--- src/core/apdu_pkg.sv ---
/*
 * apdu_pkg: constants for the automatic power-down unit.
 * Assumes a single core clock domain; no register bus.
 */
package apdu_pkg;
    localparam int          APDU_CNT_W        = 4;           // idle counter width
    localparam logic [3:0]  APDU_IDLE_LIMIT   = 4'hf;        // fifteen idle logic clocks
    localparam logic [3:0]  APDU_CNT_RST      = 4'h0;
    localparam int          APDU_FAST_BIT     = 3;           // fast-mode bit in reg a
    localparam int          APDU_REG_W        = 8;
    localparam logic [7:0]  APDU_REG_A_RST    = 8'h00;       // fast mode on by default
    localparam logic [7:0]  APDU_REG_C_RST    = 8'h00;       // nothing blocked
    localparam int          APDU_NUM_BLK      = 8;           // blockable pld signals
    localparam int          APDU_CLK_BLK_BIT  = 4;           // logic clock block, reg a
    typedef enum logic [0:0] {APDU_RUN, APDU_DOWN} apdu_state_t;
endpackage

--- src/core/apdu_top.sv ---
/*
 * apdu_top: automatic power-down unit with chip-select gating, fast-mode
 * and signal-blocking controls.
 * Assumes all inputs synchronous to core_clk; the logic clock input is
 * sampled as a level and its rising edges clock the idle counter.
 */
// Function
// - enabled and strobe idle, a four-bit idle counter runs on logic clock
// - fifteen idle logic clock periods raise power-down flag and enter power-down
// - enabling the unit also enables power-down entry, no extra step
// - strobe pulsing again returns the device to normal mode
// - chip select low or reset low also leaves power-down
// - in power-down the bus is blocked from memories and logic arrays
// - entering power-down deselects all memories internally
// - blocking logic clock from arrays never stops the idle counter
// - memories and io block standby in power-down, port drivers off, logic stays active
// - power-down keeps io levels, address outputs undefined, data tri-stated
// - power-down leaves logic behaviour to fast-mode, clock block and blocking bits only
// - fast-mode bit resets to fast on, setting it turns fast off
// - each set blocking bit stops its signal reaching both arrays
// - chip select active low, high disables flashes, static memory, io block
// - chip select high only idles memories and io block, blocks nothing
// - logic clock pin clocks both macrocells and idle counter
// - strobe on first port d pin is the monitored activity source
// - counter idle when disabled or pulsing, counts at the polarity level
// - fast-mode control lives at bit 3 of power control register a
`timescale 1ns/1ps
`default_nettype none
module apdu_top
    import apdu_pkg::*;
#(
    parameter int NUM_BLK = apdu_pkg::APDU_NUM_BLK
)(
    input  wire logic                          core_clk,
    input  wire logic                          rst_n,
    input  wire logic                          strobe_pin,
    input  wire logic                          logic_clock_pin,
    input  wire logic                          select_pin,
    input  wire logic                          auto_sleep_en,
    input  wire logic                          strobe_idle_pol,
    input  wire logic                          reg_wr_a,
    input  wire logic                          reg_wr_c,
    input  wire logic [apdu_pkg::APDU_REG_W-1:0] reg_wdata,
    input  wire logic [NUM_BLK-1:0]            pld_sig_in,
    input  wire logic                          addr_out_en_in,
    input  wire logic                          data_out_en_in,
    output logic                               power_down_flag,
    output logic                               mem_select,
    output logic                               io_block_select,
    output logic                               bus_pass_en,
    output logic                               pld_fast_mode,
    output logic                               pld_clock_en,
    output logic [NUM_BLK-1:0]                 pld_sig_out,
    output logic                               addr_out_en,
    output logic                               data_out_en,
    output logic [apdu_pkg::APDU_REG_W-1:0]    power_ctrl_reg_a,
    output logic [apdu_pkg::APDU_REG_W-1:0]    power_ctrl_reg_c
);
    import apdu_pkg::*;

    apdu_state_t            state;
    logic [APDU_CNT_W-1:0]  idle_cnt;
    logic                   strobe_q;
    logic                   lclk_q;
    logic                   strobe_armed;
    logic                   strobe_edge;
    logic                   lclk_rise;
    logic                   strobe_idle;
    logic                   wake;
    logic                   next_down;
    logic                   next_sel;
    logic                   next_cs_sel;

    // edge detection on synchronous pin samples
    // the arm bit masks the first compare, so reset cannot fake a strobe edge
    always_ff @(posedge core_clk or negedge rst_n)
    begin
        if (!rst_n)
        begin
            strobe_q <= 1'b0;
            lclk_q   <= 1'b0;
            strobe_armed <= 1'b0;
        end
        else
        begin
            strobe_q <= strobe_pin;
            lclk_q   <= logic_clock_pin;
            strobe_armed <= 1'b1;            // history is valid from here on
        end
    end

    assign strobe_edge = strobe_armed && (strobe_pin != strobe_q);
    assign lclk_rise   = logic_clock_pin & ~lclk_q;
    assign strobe_idle = !strobe_edge && (strobe_pin == strobe_idle_pol);
    // chip select low or strobe activity ends power-down; reset is async
    assign wake        = strobe_edge || !select_pin;
    assign next_down   = (state == APDU_RUN) && auto_sleep_en && strobe_idle && lclk_rise
                         && (idle_cnt == APDU_IDLE_LIMIT - 4'h1);
    assign next_cs_sel = !select_pin;

    // idle counter ticks only on logic clock edges, never gated by the block bits
    always_ff @(posedge core_clk or negedge rst_n)
    begin
        if (!rst_n)
            idle_cnt <= APDU_CNT_RST;
        else if (!auto_sleep_en || !strobe_idle || wake)
            idle_cnt <= APDU_CNT_RST;
        else if (lclk_rise && idle_cnt != APDU_IDLE_LIMIT)
            idle_cnt <= idle_cnt + 4'h1;
    end

    // power-down state
    always_ff @(posedge core_clk or negedge rst_n)
    begin
        if (!rst_n)
            state <= APDU_RUN;
        else
        begin
            unique case (state)
                APDU_RUN:
                    if (next_down)
                        state <= APDU_DOWN;
                APDU_DOWN:
                    if (wake || !auto_sleep_en)
                        state <= APDU_RUN;
            endcase
        end
    end

    assign next_sel = next_cs_sel && !next_down && (state == APDU_RUN || wake);

    // registered outputs reflecting mode; memories deselected while down
    always_ff @(posedge core_clk or negedge rst_n)
    begin
        if (!rst_n)
        begin
            power_down_flag <= 1'b0;
            mem_select      <= 1'b0;
            io_block_select <= 1'b0;
            bus_pass_en     <= 1'b1;
        end
        else
        begin
            power_down_flag <= next_down || (state == APDU_DOWN && !wake && auto_sleep_en);
            mem_select      <= next_sel;
            io_block_select <= next_sel;
            bus_pass_en     <= !(next_down ||
                                 (state == APDU_DOWN && !wake && auto_sleep_en));
        end
    end

    // power control registers written by the microcontroller at run time
    always_ff @(posedge core_clk or negedge rst_n)
    begin
        if (!rst_n)
        begin
            power_ctrl_reg_a <= APDU_REG_A_RST;
            power_ctrl_reg_c <= APDU_REG_C_RST;
        end
        else
        begin
            if (reg_wr_a)
                power_ctrl_reg_a <= reg_wdata;
            if (reg_wr_c)
                power_ctrl_reg_c <= reg_wdata;
        end
    end

    // logic array controls; power-down does not touch them
    always_ff @(posedge core_clk or negedge rst_n)
    begin
        if (!rst_n)
        begin
            pld_fast_mode <= 1'b1;
            pld_clock_en  <= 1'b1;
        end
        else
        begin
            pld_fast_mode <= !power_ctrl_reg_a[APDU_FAST_BIT];
            pld_clock_en  <= !power_ctrl_reg_a[APDU_CLK_BLK_BIT];
        end
    end

    // per-signal blocking into both arrays; chip select and power-down leave them alone
    for (genvar i = 0; i < NUM_BLK; i++)
    begin : g_blk
        always_ff @(posedge core_clk or negedge rst_n)
        begin
            if (!rst_n)
                pld_sig_out[i] <= 1'b0;
            else
                pld_sig_out[i] <= pld_sig_in[i] && !power_ctrl_reg_c[i];
        end
    end

    // port drivers: address outputs stop, data tri-state in power-down
    always_ff @(posedge core_clk or negedge rst_n)
    begin
        if (!rst_n)
        begin
            addr_out_en <= 1'b0;
            data_out_en <= 1'b0;
        end
        else
        begin
            addr_out_en <= addr_out_en_in && bus_pass_en;
            data_out_en <= data_out_en_in && bus_pass_en;
        end
    end
endmodule // apdu_top
`default_nettype wire

--- config.mk ---
export PLATFORM = sky130hd
export DESIGN_NAME = apdu_top
export DESIGN_NICKNAME = d
export VERILOG_FILES = /design/src/core/apdu_pkg.sv /design/src/core/apdu_top.sv
export SDC_FILE = /design/constraint.sdc
export NUM_CORES = 1
export LEC_CHECK = 0
export BUFFER_PORTS_ARGS = -buffer_cell sky130_fd_sc_hd__clkbuf_2
export CORE_MARGIN = 4
export CORE_UTILIZATION = 51
export CTS_CLUSTER_DIAMETER = 80
export DETAILED_ROUTE_END_ITERATION = 16
export PLACE_DENSITY = 0.83
export SLEW_MARGIN = 20
export SYNTH_ARGS = -nofsm -noshare
export SYNTH_HDL_FRONTEND = slang
export SYNTH_SLANG_ARGS = --single-unit
--- constraint.sdc ---
create_clock -name core_clk -period 2.6 [get_ports core_clk]
set_clock_uncertainty 0.15 [all_clocks]
set_input_delay 0.39 -clock core_clk [delete_from_list [all_inputs] [get_ports core_clk]]
set_output_delay 0.39 -clock core_clk [all_outputs]
set_load 0.05 [all_outputs]
==> results of run 1 <==
power groups by stage:
stage / Combinational (mW) / Clock [mW] / Sequential (mW)
after floorplan: 0.0550 / 0 / 0.824
after global placement: 0.276 / 0 / 0.682
after detailed placement: 0.281 / 0 / 0.686
after CTS: 0.281 / 0.299 / 0.674
after global routing: 0.293 / 0.329 / 0.680
final: 0.278 / 0.282 / 0.673
metal layers:
metal  wire (um)  up-vias
li1            -      500
met3         219        8
met4          49        0
met2        1410       41
met1        1160      485
met5           0        -
worst reg2reg max path: stages, from the launching register on:
cell and delay [ns]:
dfrtp_1 0.44, ha_1 0.26, and3_4 0.20, or3_1 0.32, a211oi_2 0.21
through the flow:
| step | hold WS, ns | power, mW | utilization | instance area (sq um) |
|---|---|---|---|---|
| 2_1_floorplan | -0.0556 | 0.879 | - | 1520 |
| 3_3_place_gp | 0.230 | 0.958 | 0.653 | 1830 |
| 3_5_place_dp | 0.238 | 0.967 | 0.653 | 1830 |
| 4_1_cts | 0.0446 | 1.25 | 0.671 | 1880 |
| 5_1_grt | 0.0470 | 1.30 | 0.671 | 1880 |
| 6_report | 0.0286 | 1.23 | 0.671 | 1880 |
synth_stat cells (2+ instances only):
cell type,instances,area (sq um)
or3_1,2,12.5
a21oi_1,4,20.0
dfstp_2,3,78.8
o21ai_0,4,20.0
nand3_1,2,10.0
buf_2,2,10.0
and2_1,2,12.5
dfrtp_1,36,901
nor2b_1,8,50.1
nand2b_4,2,27.5
mux2_2,14,158
inv_1,3,11.3
a211oi_2,2,25.0
ha_1,2,25.0
a21o_1,2,15.0
nand2_1,5,18.8
cell type report:
type	instances	area, sq um
timing repair buffer	58	290
clock buffer	7	45.0
clock inverter	1	5.00
multi-input combinational	62	513
sequential	39	980
inverter	3	11.3
fill	217	922
tap	31	38.8
sequential cells by signal, summed over array words and instances (netlist names), 4 cells and up:
name              flops
power_ctrl_reg_a      8
power_ctrl_reg_c      8
pld_sig_out           8
idle_cnt              4
how the worst min path moves through the flow:
stage	from	endpoint	slack (ns)	depth (start not counted)
floorplan	rst_n	addr_out_en$_DFF_PN0_	-0.06	0
global placement	power_ctrl_reg_a[3]$_DFFE_PN0P_	pld_fast_mode$_DFF_PN1_	0.23	1
detailed placement	power_ctrl_reg_a[4]$_DFFE_PN0P_	pld_clock_en$_DFF_PN1_	0.24	1
CTS	rst_n	pld_sig_out[2]$_DFF_PN0_	0.04	1
global route	logic_clock_pin	lclk_q$_DFF_PN0_	0.05	1
finish	rst_n	idle_cnt[1]$_DFFE_PN0P_	0.03	1
cells by family after synthesis:
kind of cell	synth area share
mux	0.104
compound gates	0.0872
xor+xnor	0.00576
buf+inv	0.0189
simple gates	0.122
flops	0.644
other cells	0.00246
fa+ha+maj	0.0164
==> impl_metrics.json, run 1 <==
{
  "status": "completed",
  "die_h_um": 62.6,
  "crit_path_max_incr_delay_ns": 0.56,
  "p_per_area_nw_per_um2": 655,
  "synth_edf_count": 0,
  "vias_per_cell": 5.14,
  "post_cts_buffers": 0,
  "met1_usage": 0.179,
  "ff2ff_path_depth": 4,
  "port_buffers": 58,
  "crit_type": "reg2out",
  "setup_slack_ns": 0.899,
  "switching_power_mw": 0.406,
  "crit_family": "flip-flops",
  "maxCapViolCount": 0,
  "grt.overflow.total": 0,
  "final_common_cell": "clkbuf_2",
  "synth_cells": 107,
  "path_cells": "clkbuf_2",
  "tritoncts": "done",
  "dp_hpwl_mm": 2.23,
  "layout.nets": 198,
  "syn_nets": 136,
  "placement_rows": 19,
  "postRouteWirelength_mm": 2.84,
  "crit_required_ns": 2.06,
  "cpMaxStageDelayCell": "dfstp_2",
  "cts_num_sinks": 39,
  "seqPwrFrac": 0.546,
  "holdBufCountCts": 0,
  "firstDrtPassIters": 6,
  "startpoint": "bus_pass_en$_DFF_PN1_",
  "worstHoldPathType": "in2async",
  "met3_usage": 0.0522,
  "setup.worst_path.end_class": "output port",
  "drv_slew": 0,
  "grt_pass1_wl_mm": 5.00,
  "dp_slack_ns": 0.941,
  "path_max_fanout": 3,
  "yosys_warnings": 0,
  "dieArea_sq_um": 3920,
  "clock.fmax_mhz": 588,
  "ant_nets": 0,
  "fin_crit_sh": 0.654,
  "post_cts_resized": 0,
  "r2r_end": "idle_cnt[0]$_DFFE_PN0P_",
  "grt_max_degree": 40,
  "leakage_nw": 0.940,
  "slew_headroom": 0.378,
  "place.gp.congestion": 0.748,
  "ios": 59,
  "grt_pass1_vias": 1130,
  "clockBufferDepth": 2,
  "vias": 1034,
  "grt.total_usage": 0.161,
  "reg2reg_from": "idle_cnt[0]$_DFFE_PN0P_",
  "stdcell_count": 201,
  "startpoint_type": "flop",
  "placed_cells": 193,
  "syn_area_sq_um": 1520,
  "ys.flop_type": "dfrtp_1",
  "setup_viol": 0,
  "cts-buffers-inserted": 5,
  "clockRootBuffer": "clkbuf_4",
  "ys_seq_area_frac": 0.644,
  "comb_power_share": 0.225,
  "drtIter0Drc": 28,
  "syn-mean-instance-area_sq_um": 14.2,
  "core_area_sq_um": 2810,
  "final_cell_mix": "58 x clkbuf_2, 36 x dfrtp_1, 14 x mux2_2",
  "syn_to_final_growth_pct": 23.8,
  "clkLatencyLatePin_ns": 0.33,
  "drive_gt1_frac": 0.535,
  "drc": 0,
  "hold_viol_final": 0,
  "p_int_mw": 0.828,
  "die_w_um": 62.6,
  "start_util": 0.542,
  "clkSlewWorstSetupHoldPaths_ns": 0.11,
  "antenna_found_initial": 0,
  "worstMarginPinSlew_ns": 0.934,
  "cp.depth": 1,
  "wl_per_cell_um": 14.1,
  "htreeDepth": 2,
  "endpoint": "bus_pass_en",
  "rsz0062_at_grt": "no",
  "grt-busiest-layer": "met2",
  "min_period_ns": 1.70,
  "reg2reg_slack_ns": 0.94,
  "use_met2": 0.284,
  "vdd_ir_drop_max_v": 0.000491,
  "yosys_register_bits": 39,
  "power_frac_clock": 0.229,
  "path_buf_inv": 1,
  "tns_ns": 0,
  "synthArstFlopShare": 1.00,
  "critical_path_arrival_ns": 1.16,
  "switching_share": 0.329,
  "yosysUniqueCellTypes": 30,
  "diodes": 0
}
Note: power is estimated with default switching activity, not from simulation.
==> run 2: changes to the inputs <==
Settings changed: CORE_UTILIZATION 51 to 47, PLACE_DENSITY 0.83 to 0.77.
Clock period 2.6 ns to 1.6 ns, I/O delays scaled along.
==> run 2 against run 1 <==
  * Total power increased by 71%
  * Utilization increased by 3.9 points
  * First-iteration DRC count increased by 100%
  * Hold slack improved by 0.075 ns
  * Sequential power increased by 62%
  * Combinational power increased by 81%
  * Final cell count increased by 20%
  * Clock power increased by 82%
  * Global-route usage increased by 1.6 points
  * Critical path depth increased by 3
  * Largest cell class unchanged
  * Largest power group unchanged
==> impl_metrics.json, run 2 (same netlist as run 1, synthesis figures left out) <==
{
  "status": "completed",
  "final_cell_mix": "58 x clkbuf_2, 36 x dfrtp_1, 22 x dlygate4sd3_1",
  "start_util": 0.494,
  "clock.fmax_mhz": 636,
  "drv_slew": 0,
  "wl_met3_um": 193,
  "wl_per_cell_um": 13.6,
  "drc": 0,
  "grt_pass1_wl_mm": 5.60,
  "vdd_ir_drop_max_v": 0.000600,
  "path_cells": "inv_1 -> ha_1 -> or3_1 -> a211oi_2",
  "grt.total_usage": 0.177,
  "cpMaxStageDelayCell": "dfrtp_1",
  "p_per_area_nw_per_um2": 964,
  "top_layer_used": "met4",
  "ant_nets": 0,
  "ff_latch_area_sq_um": 980,
  "ios": 59,
  "setup_viol": 0,
  "maxCapViolCount": 0,
  "p_total_mw": 2.11,
  "cts_num_sinks": 39,
  "reg_top3": "pld_sig_out: 8 flops, power_ctrl_reg_a: 8 flops, power_ctrl_reg_c: 8 flops",
  "tritoncts": "done",
  "path_buf_inv": 1,
  "reg2reg_slack_ns": 0.03,
  "die_w_um": 64.9,
  "antenna_found_initial": 0,
  "startpoint_type": "flop",
  "critical_path_arrival_ns": 1.68,
  "clkSlewWorstSetupHoldPaths_ns": 0.11,
  "grt_pass1_vias": 1249,
  "layout.nets": 226,
  "crit_path_max_incr_delay_ns": 0.41,
  "dpl_cell_area_sq_um": 1860,
  "htreeDepth": 2,
  "placement_rows": 20,
  "drtIter0Drc": 57,
  "dp_hpwl_mm": 2.23,
  "syn_to_final_growth_pct": 43.8,
  "leakage_nw": 1.07,
  "worstHoldPathType": "in2reg",
  "min_period_ns": 1.57,
  "core_area_sq_um": 3080,
  "multiInputGateArea_sq_um": 526,
  "place.gp.congestion": 0.816,
  "diodes": 0,
  "clkLatencyLatePin_ns": 0.33,
  "setup.worst_path.end_class": "flop",
  "crit_type": "reg2reg",
  "dieArea_sq_um": 4210,
  "port_buffers": 58,
  "final_common_cell": "clkbuf_2",
  "final_cell_area_sq_um": 2190,
  "path_max_fanout": 4,
  "die_h_um": 64.9,
  "drive_gt1_frac": 0.510,
  "crit_required_ns": 1.71,
  "vias": 1156,
  "fin_crit_sh": 0.983,
  "rsz0062_at_grt": "yes",
  "dr_wl_met2_mm": 1.88,
  "postRouteWirelength_mm": 3.30,
  "clockRootBuffer": "clkbuf_4",
  "clockBufferDepth": 2,
  "firstDrtPassIters": 4,
  "cts-buffers-inserted": 5,
  "n_fill_cell": 230,
  "crit_family": "flip-flops",
  "hold_viol_final": 0,
  "holdWs_ns": 0.104,
  "grt_max_degree": 40,
  "routedLengthMet1_mm": 1.16,
  "vias_per_cell": 4.78,
  "grt.overflow.total": 0
}
[run 2: worst paths after layout]
kind / cells past startpoint / endpoint / start
worst min-delay path: 3 / idle_cnt[1]$_DFFE_PN0P_ / auto_sleep_en
worst min register to register: 1 / pld_fast_mode$_DFF_PN1_ / power_ctrl_reg_a[3]$_DFFE_PN0P_
worst max-delay path: 4 / idle_cnt[1]$_DFFE_PN0P_ / idle_cnt[0]$_DFFE_PN0P_
min in group asynchronous: 3 / pld_sig_out[1]$_DFF_PN0_ / rst_n
max in group asynchronous: 3 / bus_pass_en$_DFF_PN1_ / rst_n
worst max register to register: 4 / idle_cnt[1]$_DFFE_PN0P_ / idle_cnt[0]$_DFFE_PN0P_
[run 2: metrics by stage]
step	setup TNS (ns)	std cells	util	worst slack, ns
4_1_cts	0	241	0.707	0.0312
3_5_place_dp	-0.0669	208	0.606	-0.0467
3_3_place_gp	0	208	0.606	0.0530
5_1_grt	-0.0387	242	0.711	-0.0288
6_report	0	242	0.711	0.0266
2_1_floorplan	0	107	-	0.0381
[run 2: routing by layer]
layer,up-vias,GRT usage
met1,563,0.180
met2,37,0.332
met4,0,0.0660
met5,-,0
li1,550,-
met3,6,0.0589
[run 2: area by class of cell]
type | count | share of cell area
clock buffers | 7 | 0.0252
inverters | 3 | 0.00515
well taps | 44 | 0.0252
repair buffers | 86 | 0.254
multi-input cells | 62 | 0.240
clock inverters | 1 | 0.00229
flip-flops and latches | 39 | 0.448
[run 2: repair_timing]
action,4_1_cts,5_1_grt
endpoints found under the hold margin,60,0
pin swaps,1,1
endpoints found under the setup margin,2,3
hold buffers,22,0
gates resized for setup,2,1
buffers inserted,3,1
[run 2: worst register-to-register path, cell delays in order (launching register included)]
cell and delay (ns):
dfrtp_1 0.41, inv_1 0.06, ha_1 0.30, or3_1 0.40
a211oi_2 0.18
[run 2: power by group]
| part | total (mW) | internal, mW | switching, mW | leakage, nW |
|---|---|---|---|---|
| sequential | 1.09 | 1.06 | 0.0363 | 0.476 |
| combinational | 0.504 | 0.157 | 0.347 | 0.557 |
| clock | 0.512 | 0.213 | 0.299 | 0.0353 |
==> run 3: changes to the inputs <==
Settings changed: ABC_AREA set to 1, BUFFER_PORTS_ARGS -buffer_cell sky130_fd_sc_hd__clkbuf_2 to -buffer_cell sky130_fd_sc_hd__buf_2.
==> run 3 against run 2 <==
  * Clock power up 55%
  * Hold slack got worse by 0.013 ns
  * Sequential power about the same
  * Synthesized cell count rose by 24%
  * Design area unchanged
  * Wire length up 6.5%
  * Die area up 0.51%
  * Critical path depth fell by 3
  * Setup slack improved by 0.036 ns
  * Via count grew 2.5%
  * Largest cell class unchanged
  * Largest power group unchanged
==> impl_metrics.json, run 3 <==
{
  "dp_hpwl_mm": 2.46,
  "holdBufCountCts": 22,
  "crit_path_max_incr_delay_ns": 0.56,
  "grt.total_usage": 0.190,
  "vias_per_cell": 4.51,
  "min_period_ns": 1.54,
  "ant_nets": 0,
  "power_frac_clock": 0.333,
  "syn-mean-instance-area_sq_um": 11.5,
  "start_util": 0.497,
  "vdd_ir_drop_max_v": 0.000923,
  "ios": 59,
  "holdPathEnd": "power_ctrl_reg_a[3]$_DFFE_PN0P_",
  "final_cell_mix": "58 x buf_2, 36 x dfrtp_1, 22 x inv_1, 22 x dlygate4sd3_1, 13 x nand2_1",
  "p_int_mw": 1.69,
  "synth_top_cell_area_share": 0.589,
  "fin_crit_sh": 0.961,
  "fin_util": 0.711,
  "worstHoldPathType": "in2reg",
  "tritoncts": "done",
  "clkLatencyLatePin_ns": 0.34,
  "min_path_cells": 2,
  "cts_num_sinks": 39,
  "drc": 0,
  "synth_edf_count": 0,
  "clockBufferDepth": 2,
  "comb_power_share": 0.210,
  "path_cells": "buf_2",
  "port_buffers": 58,
  "yosys_register_bits": 39,
  "cpMaxStageDelayCell": "dfstp_2",
  "reg2reg_slack_ns": 0.08,
  "crit_family": "flip-flops",
  "n_fill_cell": 235,
  "critical_path_arrival_ns": 1.15,
  "tns_ns": 0,
  "synth_top_cell_by_area": "dfrtp_1",
  "crit_type": "reg2out",
  "firstDrtPassIters": 4,
  "wl_per_cell_um": 13.3,
  "post_cts_buffers": 0,
  "setup.worst_path.end_class": "output port",
  "layout.nets": 247,
  "path_max_fanout": 3,
  "antenna_found_initial": 0,
  "drive_gt1_frac": 0.411,
  "syn_nets": 162,
  "rsz0062_at_grt": "no",
  "yosysUniqueCellTypes": 26,
  "reg2reg_from": "idle_cnt[1]$_DFFE_PN0P_",
  "synth_cells": 133,
  "ys_seq_area_frac": 0.640,
  "hold_start": "reg_wr_a",
  "drv_slew": 0,
  "yosys-top-cells-area": "dfrtp_1 59%, mux2_2 5.9%, inv_1 5.4%",
  "seqPwrFrac": 0.457,
  "post_cts_resized": 0,
  "hold_viol_final": 0,
  "grt.overflow.total": 0,
  "ys.flop_type": "dfrtp_1",
  "placement_rows": 20,
  "place.gp.congestion": 0.748,
  "setup_viol": 0,
  "clockRootBuffer": "clkbuf_4",
  "syn_area_sq_um": 1530,
  "synthArstFlopShare": 1.00,
  "core_area_sq_um": 3080,
  "vias": 1185,
  "holdWs_ns": 0.0903,
  "synth_top_cells_by_count": "36 x dfrtp_1, 22 x inv_1, 13 x nand2_1, 12 x nor2_1, 8 x mux2_2",
  "path_buf_inv": 1,
  "grt_pass1_vias": 1264,
  "status": "completed",
  "drtIter0Drc": 22,
  "yosysMostFrequentCell": "dfrtp_1",
  "startpoint_type": "flop",
  "diodes": 0,
  "r2r_end": "idle_cnt[3]$_DFFE_PN0P_",
  "maxCapViolCount": 0,
  "grt_max_degree": 40,
  "die_w_um": 65.1,
  "clkSlewWorstSetupHoldPaths_ns": 0.11,
  "dieArea_sq_um": 4230,
  "ff2ff_path_depth": 7,
  "reg_top3": "pld_sig_out: 8 flops, power_ctrl_reg_a: 8 flops, power_ctrl_reg_c: 8 flops",
  "crit_required_ns": 1.21,
  "p_per_area_nw_per_um2": 1090,
  "leakage_nw": 1.15,
  "syn_to_final_growth_pct": 42.9,
  "grt_pass1_wl_mm": 5.97,
  "yosys_warnings": 0,
  "clock.fmax_mhz": 651,
  "die_h_um": 65.1,
  "htreeDepth": 2,
  "switching_share": 0.292,
  "switching_power_mw": 0.697,
  "final_common_cell": "buf_2",
  "cts-buffers-inserted": 5,
  "postRouteWirelength_mm": 3.51
}
## run 3: cell types whose count changed after synthesis, sizes merged, moves of 2 or more
| cell | change |
|---|---|
| nor2 | +18 |
| o21ai | -2 |
| inv | +20 |
| a211oi | -3 |
| and2 | -2 |
| nand2 | +12 |
| a21o | -2 |
| nor2b | -8 |
| nor4 | -2 |
| nand3 | +4 |
| or3 | -2 |
| nand2b | -2 |
## run 3: final cells by class
| cell class | count | area [sq um] | share of cell area |
|---|---|---|---|
| flip-flops and latches | 39 | 980 | 0.448 |
| clock inverters | 2 | 60.1 | 0.0275 |
| repair buffers | 81 | 518 | 0.237 |
| well taps | 44 | 55.1 | 0.0252 |
| multi-input cells | 67 | 443 | 0.203 |
| clock buffers | 6 | 41.3 | 0.0189 |
| inverters | 24 | 90.1 | 0.0412 |
## run 3: through the flow
stage / power (mW) / std cells / worst slack, ns / area [sq um]
floorplan: 1.43 / 133 / 0.318 / 1530
CTS: 2.41 / 263 / 0.0390 / 2190
detailed placement: 1.57 / 233 / 0.106 / 1870
global placement: 1.56 / 233 / 0.300 / 1870
finish: 2.39 / 263 / 0.0630 / 2190
global route: 2.50 / 263 / 0.00163 / 2190
## run 3: how the worst max path moves through the flow
| stage | slack, ns | from | end | cells after the start |
|---|---|---|---|---|
| after floorplan | 0.32 | idle_cnt[1]$_DFFE_PN0P_ | idle_cnt[1]$_DFFE_PN0P_ | 5 |
| after global placement | 0.30 | idle_cnt[1]$_DFFE_PN0P_ | idle_cnt[1]$_DFFE_PN0P_ | 5 |
| after detailed placement | 0.11 | idle_cnt[1]$_DFFE_PN0P_ | idle_cnt[3]$_DFFE_PN0P_ | 7 |
| after CTS | 0.04 | bus_pass_en$_DFF_PN1_ | bus_pass_en | 1 |
| after global routing | 0.002 | idle_cnt[1]$_DFFE_PN0P_ | idle_cnt[3]$_DFFE_PN0P_ | 7 |
| final | 0.06 | bus_pass_en$_DFF_PN1_ | bus_pass_en | 1 |
## run 3: cell families after synthesis
logic type	Yosys count	synth area share
multiplexers	14	0.103
adder cells (fa/ha/maj)	2	0.0164
AND/OR/NAND/NOR	44	0.143
other	1	0.00245
flip-flops	39	0.640
AO/OA/AOI/OAI	5	0.0188
buffers and inverters	27	0.0703
XOR/XNOR	1	0.00572
## run 3: metal layers
metal | GRT usage | up-vias | routed length, um
li1 | - | 574 | -
met1 | 0.200 | 562 | 1280
met2 | 0.346 | 43 | 1900
met3 | 0.0693 | 6 | 276
met4 | 0.0648 | 0 | 60
met5 | 0 | - | 0
## run 3: power by group through the flow
stage          Combinational (mW)  Sequential [mW]  Clock (mW)
6_report                    0.503             1.09       0.795
5_1_grt                     0.536             1.10       0.862
4_1_cts                     0.503             1.09       0.816
3_5_place_dp                0.462             1.11           0
3_3_place_gp                0.452             1.10           0
2_1_floorplan              0.0880             1.34           0
